<file path="config.mk">
export PLATFORM = sky130hd
export DESIGN_NAME = plc_lamp_mdix
export DESIGN_NICKNAME = d
export VERILOG_FILES = /design/src/rtl/plc_pkg.sv /design/src/rtl/plc_lamp_mdix.sv
export VERILOG_INCLUDE_DIRS = /design/src /design/src/rtl
export SDC_FILE = /design/constraint.sdc
export NUM_CORES = 1
export LEC_CHECK = 0
export BUFFER_PORTS_ARGS = -buffer_cell sky130_fd_sc_hd__clkbuf_2
export CAP_MARGIN = 20
export CORE_MARGIN = 2
export CORE_UTILIZATION = 50
export DETAILED_ROUTE_END_ITERATION = 16
export HOLD_SLACK_MARGIN = 0.05
export PLACE_DENSITY = 0.83
export RECOVER_POWER = 25
export REMOVE_ABC_BUFFERS = 1
export SYNTH_ARGS = -nofsm -noshare
export SYNTH_HDL_FRONTEND = slang
export SYNTH_SLANG_ARGS = --single-unit
export TNS_END_PERCENT = 10
</file>
<file path="constraint.sdc">
create_clock -name clock -period 2.7 [get_ports clock]
set_input_delay 0.54 -clock clock [delete_from_list [all_inputs] [get_ports clock]]
set_output_delay 0.54 -clock clock [all_outputs]
set_load 0.005 [all_outputs]
</file>
<file path="src/rtl/plc_defines.svh">
// Purpose: Constants for the status lamp and crossover control block
// Assumes: 50 MHz core clock
// Notes: Offsets are register indices on the management port
`ifndef PLC_DEFINES_SVH
`define PLC_DEFINES_SVH
// ----------------------------------------
// Offsets
// ----------------------------------------
`define PLC_LAMP_CTRL_OFS 5'h18
`define PLC_XCVR_CTRL_OFS 5'h19
// ----------------------------------------
// Lamp control fields
// ----------------------------------------
`define PLC_LAMP_RATE_HI 10
`define PLC_LAMP_RATE_LO 9
`define PLC_LAMP_POL_BIT 7
`define PLC_LAMP_DRIVE_BIT 4
`define PLC_LAMP_ONOFF_BIT 1
`define PLC_LAMP_WR_MASK 16'h07ff
`define PLC_LAMP_CTRL_RST 16'h0000
// ----------------------------------------
// Transceiver control fields
// ----------------------------------------
`define PLC_XC_AUTO_BIT 15
`define PLC_XC_FORCE_BIT 14
`define PLC_XC_PRX_BIT 13
`define PLC_XC_PTX_BIT 12
`define PLC_XC_LINK_BIT 11
`define PLC_XC_BYPASS_BIT 7
`define PLC_XC_RESV_BIT 6
`define PLC_XC_STYLE_BIT 5
// ----------------------------------------
// Timing
// ----------------------------------------
`define PLC_CLK_MHZ 50
`define PLC_MS_CYCLES (`PLC_CLK_MHZ * 1000)
`define PLC_BLINK_MS_0 9'h032
`define PLC_BLINK_MS_1 9'h064
`define PLC_BLINK_MS_2 9'h0c8
`define PLC_BLINK_MS_3 9'h1f4
`endif

</file>
<file path="src/rtl/plc_pkg.sv">
// Purpose: Types for the status lamp and crossover control block
// Assumes: Constants come from plc_defines.svh
// Notes: All state of the block except the reset synchronizer flops is one packed struct
package plc_pkg;
    // ----------------------------------------
    // Management port request
    // ----------------------------------------
    typedef struct packed {
        logic [4:0] addr;
        logic [15:0] wdata;
        logic wr;
        logic rd;
    } plc_req_type;
    // ----------------------------------------
    // Line status from the transceiver core
    // ----------------------------------------
    typedef struct packed {
        logic [1:0] localPause;
        logic [1:0] partnerPause;
        logic hcdFullDuplex;
        logic link100Full;
        logic linkUp;
        logic activity;
        logic autoCrossDetect;
    } plc_line_type;
    // ----------------------------------------
    // Straps
    // ----------------------------------------
    typedef struct packed {
        logic lampPolarity;
        logic autoCrossover;
        logic lampStyle;
    } plc_strap_type;
    // ----------------------------------------
    // Block state
    // ----------------------------------------
    typedef struct packed {
        logic strapDone;
        logic [15:0] lampCtrl;
        logic autoX;
        logic forceX;
        logic bypass;
        logic resv6;
        logic style;
        logic pauseRx;
        logic pauseTx;
        logic link100;
        logic [15:0] cycCnt;
        logic [8:0] msCnt;
        logic actHeld;
        logic blinkPhase;
        logic lampOut;
        logic crossOut;
        logic [15:0] rdata;
    } plc_state_type;
endpackage

</file>
<file path="src/rtl/plc_lamp_mdix.sv">
// Purpose: Status lamp control, crossover control and pause status registers
// Assumes: Inputs synchronous to clock; straps stable at reset release
// Notes: Read data stands in the cycle after the read strobe
//
// What this block does
// - Lamp output active high when polarity bit 7 is 1, else active low.
// - Polarity bit loads from strap at reset; software writes override it.
// - Override select bit 4 drives stored on/off value onto the lamp.
// - Bit 1 is read-write, resets 0, holds the forced lamp level.
// - Bit 15 enables automatic crossover; default taken from a strap.
// - Forced-crossover bit 14 swaps transmit and receive pairs.
// - Read-only bit 13 reports resolved pause receive enable.
// - Read-only bit 12 reports resolved pause transmit enable.
// - Pause bits only set when negotiated technology is full duplex.
// - Read-only bit 11 is 1 while a 100 Mb/s full-duplex link is up.
// - Bit 7 bypasses lamp stretching; lamp follows internal status directly.
// - Blink interval 50, 100, 200 or 500 ms from field bits 10:9.
// - Strapped style: lamp on for link, or also blink on activity.
//
// The strobed register port was left to the implementer.
`timescale 1ns/1ps
`include "plc_defines.svh"
module plc_lamp_mdix #(
    parameter int unsigned MsCycles = `PLC_MS_CYCLES
) (
    input wire logic clock,
    input wire logic arst_n,
    input wire plc_pkg::plc_req_type req,
    input wire plc_pkg::plc_line_type line,
    input wire plc_pkg::plc_strap_type strap,
    output logic [15:0] regRdata,
    output logic statusLampOut,
    output logic crossoverActive
);
    // ----------------------------------------
    // Reset release
    // ----------------------------------------
    logic rstMeta_r;
    logic rstSync_r;
    always_ff @(posedge clock or negedge arst_n) begin
        if (!arst_n) begin
            rstMeta_r <= 1'b0;
            rstSync_r <= 1'b0;
        end else begin
            rstMeta_r <= 1'b1;
            rstSync_r <= rstMeta_r;
        end
    end

    // ----------------------------------------
    // State
    // ----------------------------------------
    plc_pkg::plc_state_type st_r;
    plc_pkg::plc_state_type st_nxt;
    logic [8:0] blinkMs;
    logic periodEnd;
    logic lampOn;
    logic lampLevel;
    logic wrLamp;
    logic wrXcvr;

    always_comb begin
        st_nxt = st_r;
        wrLamp = req.wr && (req.addr == `PLC_LAMP_CTRL_OFS);
        wrXcvr = req.wr && (req.addr == `PLC_XCVR_CTRL_OFS);
        // Straps caught on the first cycle after release
        if (!st_r.strapDone) begin
            st_nxt.strapDone = 1'b1;
            st_nxt.lampCtrl[`PLC_LAMP_POL_BIT] = strap.lampPolarity;
            st_nxt.autoX = strap.autoCrossover;
            st_nxt.style = strap.lampStyle;
        end
        // Register writes
        if (wrLamp) begin
            st_nxt.lampCtrl = req.wdata & `PLC_LAMP_WR_MASK;
        end
        if (wrXcvr) begin
            st_nxt.autoX = req.wdata[`PLC_XC_AUTO_BIT];
            st_nxt.forceX = req.wdata[`PLC_XC_FORCE_BIT];
            st_nxt.bypass = req.wdata[`PLC_XC_BYPASS_BIT];
            st_nxt.resv6 = req.wdata[`PLC_XC_RESV_BIT];
            st_nxt.style = req.wdata[`PLC_XC_STYLE_BIT];
        end
        // Pause resolution, full duplex only
        st_nxt.pauseTx = 1'b0;
        st_nxt.pauseRx = 1'b0;
        if (line.hcdFullDuplex) begin
            if (line.localPause[0] && line.partnerPause[0]) begin
                st_nxt.pauseTx = 1'b1;
                st_nxt.pauseRx = 1'b1;
            end else if (line.localPause == 2'h2 && line.partnerPause == 2'h3) begin
                st_nxt.pauseTx = 1'b1;
            end else if (line.localPause == 2'h3 && line.partnerPause == 2'h2) begin
                st_nxt.pauseRx = 1'b1;
            end
        end
        st_nxt.link100 = line.link100Full;
        // Blink interval timer
        unique case (st_r.lampCtrl[`PLC_LAMP_RATE_HI:`PLC_LAMP_RATE_LO])
            2'h0: blinkMs = `PLC_BLINK_MS_0;
            2'h1: blinkMs = `PLC_BLINK_MS_1;
            2'h2: blinkMs = `PLC_BLINK_MS_2;
            2'h3: blinkMs = `PLC_BLINK_MS_3;
        endcase
        periodEnd = 1'b0;
        if (st_r.cycCnt >= 16'(MsCycles - 1)) begin
            st_nxt.cycCnt = 16'h0000;
            if (st_r.msCnt >= blinkMs - 9'h001) begin
                st_nxt.msCnt = 9'h000;
                periodEnd = 1'b1;
            end else begin
                st_nxt.msCnt = st_r.msCnt + 9'h001;
            end
        end else begin
            st_nxt.cycCnt = st_r.cycCnt + 16'h0001;
        end
        // Activity stretching: one on/off phase per interval
        if (periodEnd) begin
            st_nxt.blinkPhase = st_r.actHeld ? ~st_r.blinkPhase : 1'b0;
            st_nxt.actHeld = line.activity;
        end else if (line.activity) begin
            st_nxt.actHeld = 1'b1;
        end
        // Lamp value
        if (st_r.bypass) begin
            lampOn = line.linkUp && (st_r.style || !line.activity);
        end else begin
            lampOn = line.linkUp && (st_r.style || !st_r.blinkPhase);
        end
        if (st_r.lampCtrl[`PLC_LAMP_DRIVE_BIT]) begin
            lampLevel = st_r.lampCtrl[`PLC_LAMP_ONOFF_BIT];
        end else begin
            lampLevel = lampOn;
        end
        st_nxt.lampOut = st_r.lampCtrl[`PLC_LAMP_POL_BIT] ? lampLevel : ~lampLevel;
        st_nxt.crossOut = st_r.forceX || (st_r.autoX && line.autoCrossDetect);
        // Read data
        st_nxt.rdata = 16'h0000;
        if (req.rd && req.addr == `PLC_LAMP_CTRL_OFS) begin
            st_nxt.rdata = st_r.lampCtrl;
        end else if (req.rd && req.addr == `PLC_XCVR_CTRL_OFS) begin
            st_nxt.rdata[`PLC_XC_AUTO_BIT] = st_r.autoX;
            st_nxt.rdata[`PLC_XC_FORCE_BIT] = st_r.forceX;
            st_nxt.rdata[`PLC_XC_PRX_BIT] = st_r.pauseRx;
            st_nxt.rdata[`PLC_XC_PTX_BIT] = st_r.pauseTx;
            st_nxt.rdata[`PLC_XC_LINK_BIT] = st_r.link100;
            st_nxt.rdata[`PLC_XC_BYPASS_BIT] = st_r.bypass;
            st_nxt.rdata[`PLC_XC_RESV_BIT] = st_r.resv6;
            st_nxt.rdata[`PLC_XC_STYLE_BIT] = st_r.style;
        end
    end

    always_ff @(posedge clock or negedge rstSync_r) begin
        if (!rstSync_r) begin
            st_r <= '0;
        end else begin
            st_r <= st_nxt;
        end
    end

    assign regRdata = st_r.rdata;
    assign statusLampOut = st_r.lampOut;
    assign crossoverActive = st_r.crossOut;
endmodule

</file>
==> results of run 1 <==
-- power breakdown --
part / total, mW / internal, mW / leakage (nW) / switching [mW]
clock: 0.735 / 0.334 / 0.0862 / 0.401
combinational: 0.213 / 0.110 / 0.867 / 0.103
sequential: 1.10 / 1.06 / 0.868 / 0.0432
total: 2.05 / 1.50 / 1.82 / 0.547
-- registers in the layout, summed over array words and instances, names as in the netlist --
| name | count |
|---|---|
| crossoverActive | 1 |
| regRdata | 16 |
| rstMeta_r | 1 |
| rstSync_r | 1 |
| st_r | 47 |
| statusLampOut | 1 |
-- worst max-delay path, delay by kind of cell, from the launching register on --
| family | cells | cell delay [ns] |
|---|---|---|
| AOI/OAI and AO/OA | 2 | 0.49 |
| and+or+nand+nor | 1 | 0.15 |
| buffers and inverters | 1 | 0.11 |
| xor gates and xnor gates | 1 | 0.14 |
| DFF | 1 | 0.37 |
| muxes | 1 | 0.33 |
| adders and majority gates | 2 | 0.55 |
-- kinds of logic after synthesis --
kind of cell	Yosys count	share of synthesized area, %
buffers and inverters	25	5.14
other	1	0.118
multiplexers	22	7.50
XOR/XNOR	15	4.12
AND/OR/NAND/NOR	92	15.5
AO/OA/AOI/OAI	35	9.15
adder cells (fa/ha/maj)	15	5.89
flip-flops	67	52.6
-- path summary, 6_finish.rpt --
| check | startpoint | endpoint | slack, ns |
|---|---|---|---|
| max | st_r[62] | st_r[18] | 0.45 |
| min reg2reg | rstMeta_r | rstSync_r | 0.36 |
| max in group asynchronous | rstSync_r | st_r[39] | 1.32 |
| max reg2reg | st_r[62] | st_r[18] | 0.45 |
| min | line[3] | st_r[45] | 0.30 |
| min in group asynchronous | arst_n | rstMeta_r | 0.50 |
-- synthesized netlist by cell type (all sizes together) --
cell type   n  area share (%)
a21o        3            0.94
a21oi      10             1.7
a221o       1            0.31
a22o        6             1.6
a31oi       1            0.67
a41oi       1            0.27
and2        7             1.4
and3       13             2.7
and4        2            0.55
buf        20             4.6
conb        1            0.12
dfrtp      67              53
ha         15             5.9
inv         5            0.59
mux2       15             5.3
mux2i       7             2.2
nand2      13             1.5
nand3       9             1.4
nand4       4            0.79
nand4b      2            0.55
nor2       28             3.3
nor2b       5            0.98
nor3        7             1.6
nor3b       1            0.39
nor4        1            0.20
o211a       1            0.31
o21ai       4            0.86
o31ai       6             1.4
o32ai       1            0.51
o41ai       1            0.51
xnor2       6             1.6
xor2        9             2.5
-- per-stage QoR --
stage / cells / hold slack [ns] / setup WS (ns) / instance area, um2 / total power [mW]
finish: 401 / 0.302 / 0.446 / 3610 / 2.05
global route: 401 / 0.290 / 0.296 / 3610 / 2.15
CTS: 401 / 0.294 / 0.425 / 3610 / 2.07
detailed placement: 384 / 0.328 / 0.432 / 3430 / 1.34
global placement: 384 / 0.326 / 0.503 / 3430 / 1.32
floorplan: 253 / 0.244 / 0.630 / 3050 / 1.25
-- per-layer routing --
layer / track usage, % / part of all wire (%)
met5: 0 / 0
met4: 6.01 / 1.2
met3: 4.85 / 4.3
met2: 30.3 / 51
met1: 22.0 / 43
-- final cells by class --
class	count	share of cell area [%]
Tap cell	77	2.67
Clock buffer	10	3.53
Multi-Input combinational cell	181	37.4
Sequential cell	67	46.4
Clock inverter	6	1.21
Timing Repair Buffer	55	8.25
Inverter	5	0.520
==> parameters.txt, run 1 <==
Parameter                              Value

Final layout
  Filler cell count ... 517
  Number of nets in the final layout ... 371
  Antenna diodes ... 0
  Final Core Density ... 57.9%
  Multi-input combinational cell area ... 1350 um2
  Most used cells in the layout excluding fill and tap cells ... sky130_fd_sc_hd__dfrtp_1, sky130_fd_sc_hd__clkbuf_2, sky130_fd_sc_hd__nor2_1
  Proportion of layout cells with a drive suffix above 1 ... 29.0%
  Sequential cell area in the final layout ... 1680 um2
  Layout overhead on the synthesized area ... 13.3%
  Most frequent standard cell in the layout excluding fill and tap cells ... sky130_fd_sc_hd__dfrtp_1

Run
  Number of violations of the max-capacitance limit ... 0

Setup path
  Ordered list of cells on the worst path ... inv_1, ha_1, xnor2_1, ha_1, nand4b_1, a31oi_4, o21ai_2, mux2_1
  Slowest cell delay on critical path ... 0.37 ns
  Worst reg2reg path depth ... 8
  Cell repeated most along the worst path ... sky130_fd_sc_hd__ha_1
  Setup Crit Path Kind ... flip-flop to flip-flop
  Cell with the biggest individual delay on the critical path ... sky130_fd_sc_hd__dfrtp_1
  Max FO, Critical Path ... 10
  CP Capture Type ... flip-flop
  Arrival time reported for the critical path endpoint ... 2.49 ns
  Category of the worst setup path launch point ... flip-flop
  Required time of the worst setup path ... 2.93 ns

Timing
  Slew at the pin with the worst max-slew slack ... 1.35 ns
  Setup-failing EPs final ... 0
  Post-layout min period ... 2.25 ns
  Hold Violations, Final ... 0
  Max-Slew Margin vs Limit ... 10.1%
  Final critical-path share of the clock period ... 83.5%
  Total count of max-transition violations in the final report ... 0
  RSZ-0062 raised after global routing ... false
  Final sum of negative setup slack ... 0 ns
  Max Clock Skew ... 0.00930 ns
  Achievable frequency ... 444 MHz

Clocking
  Number of sinks driven by the clock tree ... 67
  CTS tree ... done
  CTS resizes ... 0
  CTS root buffer ... sky130_fd_sc_hd__clkbuf_8
  Total clock buffers created by CTS ... 9
  Post-CTS Hold Buffers ... 1
  Clock H-tree levels ... 3
  Post-CTS setup buffers ... 0
  Clock Tree Buf Depth ... 2
  Clock transition at the register clock pins on the worst setup and hold paths after CTS ... 0.08 ns
  Clock latency on the worst-skew pair ... 0.34 ns

Power
  Static leakage ... 1.82 nW
  Power density over cell area ... 567 nW/um2
  Largest voltage drop on the vdd net ... 0.000359 V

Synth
  Flops & latches, synth ... 67
  Distinct cell type count of the synthesized netlist ... 44
  Yosys warning count ... 0
  Number of standard cells after synthesis ... 272
  Post-synthesis instance area ... 3190 um2
  Proportion of synthesized chip area in sequential cells ... 52.6%
  Average cell area after synthesis ... 11.7 um2

Drt
  Post-route DRC violation count ... 0
  Starting DRT DRC Count ... 123
  Pre-Repair DR Iteration Count ... 4
  Number of antenna-violating nets in the routed design ... 0
  Total Routed Length ... 5710 um
  Wire length per cell ... 14.2 um
  Via count normalized by instance count ... 5.37
  Vias after detailed routing ... 2152

Global route
  Gr ovfl total ... 0
  Via count of the first global-routing pass ... 2230
  Maximum number of pins on one net before global-route repair ... 34
  First-pass GRT wire length ... 10000 um
  Global-route usage over all layers ... 17.8%
  Initial antenna violation count ... 0

Worst hold path
  Path category of the worst min-delay check ... input port to flip-flop
  Worst Hold Path Cells ... 1

Placed design
  Detailed-placement wirelength estimate ... 4140 um
  Weighted congestion reported at the end of routability-driven placement ... 0.759
  Count of port buffers added during placement ... 51

Floorplan
  Placeable core region ... 6240 um2
  Boundary Pins ... 55
  Number of standard-cell rows in the floorplan ... 29
  Initial standard-cell utilization of the core ... 51.1%
  Die area ... 7030 um2
  Die Span Y ... 83.8 um
  Die Width ... 83.8 um

Outcome
  Outcome ... finished clean
Note: power is estimated with default switching activity, not from simulation.
==> run 2, diff against run 1 <==
--- a/config.mk
+++ b/config.mk
@@ -6,13 +6,14 @@
 export SDC_FILE = /design/constraint.sdc
 export NUM_CORES = 1
 export LEC_CHECK = 0
+export ABC_AREA = 1
 export BUFFER_PORTS_ARGS = -buffer_cell sky130_fd_sc_hd__clkbuf_2
 export CAP_MARGIN = 20
 export CORE_MARGIN = 2
 export CORE_UTILIZATION = 50
 export DETAILED_ROUTE_END_ITERATION = 16
 export HOLD_SLACK_MARGIN = 0.05
-export PLACE_DENSITY = 0.83
+export PLACE_DENSITY = 0.86
 export RECOVER_POWER = 25
 export REMOVE_ABC_BUFFERS = 1
 export SYNTH_ARGS = -nofsm -noshare
==> constraint.sdc (replaced) <==
create_clock -name clock -period 1.9 [get_ports clock]
set_input_delay 0.38 -clock clock [delete_from_list [all_inputs] [get_ports clock]]
set_output_delay 0.38 -clock clock [all_outputs]
set_load 0.005 [all_outputs]
==> run 2 against run 1 <==
Against the previous run:
- the flow now finishes with violations (negative setup slack)
- setup slack worse by 0.62 ns
- non-clock buffer count up 8
- sequential cell count unchanged
- critical endpoint is now st_r[25]
- final area up 11%
- die area up 3.6%
- clock skew about the same
- total power up 83%
- sequential power up 43%
==> parameters.txt, run 2 <==
Parameter                              Value

Setup path
  Required time of the worst setup path ... 2.19 ns
  Worst reg2reg path depth ... 13
  Setup slack, reg-to-reg ... -0.18 ns
  Setup Crit Path Kind ... flip-flop to flip-flop
  CP Capture Type ... flip-flop
  Largest delay contributor family on the critical path ... simple AND/OR/NAND/NOR gates
  Category of the worst setup path launch point ... flip-flop
  Ordered list of cells on the worst path ... ha_4, xnor2_2, ha_1, nand2_2, inv_2, nand2_1, nand2_1, nand2_2, nand2_2, nor2_4, buf_6, nand3_1, nand2_1
  Max FO, Critical Path ... 4
  Cell with the biggest individual delay on the critical path ... sky130_fd_sc_hd__dfrtp_2
  End of the worst register-to-register path ... st_r[25]
  Startpoint of the worst setup timing path ... st_r[63]
  Worst r2r src ... st_r[63]
  Slowest cell delay on critical path ... 0.49 ns
  Total buffers and inverters traversed by the critical path ... 2
  Arrival time reported for the critical path endpoint ... 2.36 ns

Clocking
  CTS root buffer ... sky130_fd_sc_hd__clkbuf_8
  Clock transition at the register clock pins on the worst setup and hold paths after CTS ... 0.08 ns
  Clock latency on the worst-skew pair ... 0.35 ns
  CTS tree ... done
  Clock H-tree levels ... 3
  Total clock buffers created by CTS ... 9
  Number of sinks driven by the clock tree ... 67
  Clock Tree Buf Depth ... 2

Floorplan
  Die Width ... 85.3 um
  Boundary Pins ... 55
  Die Span Y ... 85.3 um
  Number of standard-cell rows in the floorplan ... 29
  Initial standard-cell utilization of the core ... 51.8%
  Placeable core region ... 6390 um2
  Die area ... 7280 um2

Final layout
  Most frequent standard cell in the layout excluding fill and tap cells ... sky130_fd_sc_hd__nand2_1
  Most used cells in the layout excluding fill and tap cells ... sky130_fd_sc_hd__nand2_1, sky130_fd_sc_hd__dfrtp_1, sky130_fd_sc_hd__clkbuf_2
  Filler cell count ... 482
  Number of nets in the final layout ... 496
  Sequential cell area in the final layout ... 1680 um2
  Largest register FFs ... 47
  Multi-input combinational cell area ... 1470 um2
  Layout overhead on the synthesized area ... 21.4%
  Proportion of layout cells with a drive suffix above 1 ... 24.5%
  Final design area excluding fillers ... 4020 um2
  Largest register by flop count ... st_r
  Antenna diodes ... 0

Timing
  Max-Slew Margin vs Limit ... 61.4%
  Slew at the pin with the worst max-slew slack ... 0.579 ns
  Final sum of negative setup slack ... -1.35 ns
  Final critical-path share of the clock period ... 109%
  Setup-failing EPs final ... 11
  Min setup slack post-route ... -0.179 ns
  Max Clock Skew ... 0.00921 ns
  Post-layout min period ... 2.08 ns
  Total count of max-transition violations in the final report ... 0
  RSZ-0062 raised after global routing ... true
  Achievable frequency ... 481 MHz
  Hold Violations, Final ... 0

Worst hold path
  Hold path endpoint ... st_r[45]
  Path category of the worst min-delay check ... input port to flip-flop
  Worst Hold Path Cells ... 1
  Hold_sp ... line[3]

Power
  Power density over cell area ... 934 nW/um2
  Largest voltage drop on the vdd net ... 0.000661 V
  Static leakage ... 2.08 nW
  Tot Pwr ... 3.75 mW

Synth
  Yosys warning count ... 0
  Synthesized-area fraction occupied by xor and xnor cells ... 4.24%
  Largest family of logic cells by synthesized area ... simple AND/OR/NAND/NOR gates
  Library cell with the largest summed area after synthesis ... sky130_fd_sc_hd__dfrtp_1
  Flops & latches, synth ... 67
  Most numerous cell types in the synthesized netlist ... sky130_fd_sc_hd__nand2_1, sky130_fd_sc_hd__dfrtp_1, sky130_fd_sc_hd__nor2_1
  Number of flops mapped to enable cells by yosys ... 0
  Most used flip-flop cell after synthesis ... sky130_fd_sc_hd__dfrtp_1
  Average cell area after synthesis ... 8.53 um2
  Synth Area in Simple Gates ... 25.6%
  Post-synthesis instance area ... 3310 um2
  Compound-cell area share of the yosys netlist ... 3.74%
  Yosys top cell area share ... 50.7%
  Largest cells by area after synthesis ... sky130_fd_sc_hd__dfrtp_1, sky130_fd_sc_hd__nand2_1, sky130_fd_sc_hd__nor2_1
  Arithmetic-cell share of the synthesized area counting full adders, half adders and majority gates ... 5.67%
  Proportion of synthesized chip area in sequential cells ... 50.7%
  Leading cell type by number of instances after synthesis ... sky130_fd_sc_hd__nand2_1
  Number of standard cells after synthesis ... 388
  Distinct cell type count of the synthesized netlist ... 26
  Share of synthesized area spent on multiplexers ... 0%
  Async SR Flop Fraction ... 100%

Drt
  Total Routed Length ... 7770 um
  Pre-Repair DR Iteration Count ... 5
  Post-route DRC violation count ... 0
  Wire length per cell ... 14.8 um
  Via count normalized by instance count ... 5.25
  Starting DRT DRC Count ... 179
  Number of antenna-violating nets in the routed design ... 0
  Vias after detailed routing ... 2759

Placed design
  Cell area after placement ... 3590 um2
  Detailed-placement wirelength estimate ... 4720 um
  Count of port buffers added during placement ... 51
  Setup Slack @ Placement ... -0.0817 ns
  Weighted congestion reported at the end of routability-driven placement ... 0.906

Global route
  Maximum number of pins on one net before global-route repair ... 28
  Initial antenna violation count ... 0
  First-pass GRT wire length ... 12200 um
  Via count of the first global-routing pass ... 2698
  Global-route usage over all layers ... 21.7%
  Gr ovfl total ... 0

Run
  Number of violations of the max-capacitance limit ... 0

Outcome
  Violations in the final reports ... negative setup slack
  Outcome ... complete, but fails checks
==> run 2: cell types whose count changed after synthesis, sizes merged, moves of 6 or more <==
cell / delta
a22o: -6
and2: -7
and3: -13
inv: +42
mux2: -15
mux2i: -7
nand2: +91
nand3: +19
nor2: +24
o21ai: +12
o31ai: -6
==> run 2: routing by layer <==
metal  up-vias  part of all wire [%]  wire length (um)  track usage (%)
met1      1282                    38              2970             24.8
met2       132                    52              4030             37.3
met4         0                   4.6               356             14.1
met5         -                     0                 0                0
li1       1314                     -                 -                -
met3        31                   5.3               413             3.89
==> run 2: power by group <==
part,switching (mW),internal (mW),total [mW]
Clock,0.565,0.876,1.44
Sequential,0.0566,1.52,1.57
Combinational,0.408,0.329,0.737
Total,1.03,2.72,3.75
==> run 2: worst max-delay path by stage <==
stage / slack [ns] / end / cells after the start
2_1_floorplan: -0.10 / crossoverActive / 0
3_3_place_gp: 0.06 / st_r[21] / 14
3_5_place_dp: -0.08 / st_r[23] / 13
4_1_cts: -0.02 / st_r[21] / 13
5_1_grt: -0.24 / st_r[22] / 14
6_report: -0.18 / st_r[25] / 13
==> run 2: layout make-up <==
type / instances / share of cell area, %
Clock buffer: 10 / 3.18
Clock inverter: 6 / 2.83
Inverter: 47 / 4.45
Multi-Input combinational cell: 256 / 36.6
Sequential cell: 67 / 41.8
Tap cell: 77 / 2.40
Timing Repair Buffer: 63 / 8.75
==> run 2: kinds of logic (layout without fill, tap and decap cells) <==
group                      count (synthesis)  count (layout)
AOI/OAI and AO/OA                         24              24
xor gates and xnor gates                  16              16
adders and majority gates                 15              15
buffers and inverters                     66             126
DFF                                       67              67
other                                      1               2
and+or+nand+nor                          199             199
==> run 2: timing repair <==
item | in CTS | in global routing
gates resized for setup | 11 | 26
pin swaps | 3 | 14
buffers inserted | 2 | 0
hold endpoints to repair | 2 | 0
hold buffers | 1 | 0
endpoints found under the setup margin | 11 | 11
==> run 2: through the flow <==
| step | cells | utilization [%] | hold slack, ns |
|---|---|---|---|
| finish | 526 | 62.9 | 0.138 |
| global route | 526 | 62.9 | 0.129 |
| CTS | 526 | 61.2 | 0.129 |
| detailed placement | 507 | 56.2 | 0.162 |
| global placement | 507 | 56.2 | 0.158 |
| floorplan | 370 | - | 0.0844 |
==> run 2: worst reg2reg max path, delay by kind of cell (launching register included) <==
| kind | cells | cell delay, ns |
|---|---|---|
| and+or+nand+nor | 8 | 0.71 |
| adders and majority gates | 2 | 0.53 |
| DFF | 1 | 0.49 |
| buffers and inverters | 2 | 0.15 |
| xor gates and xnor gates | 1 | 0.13 |
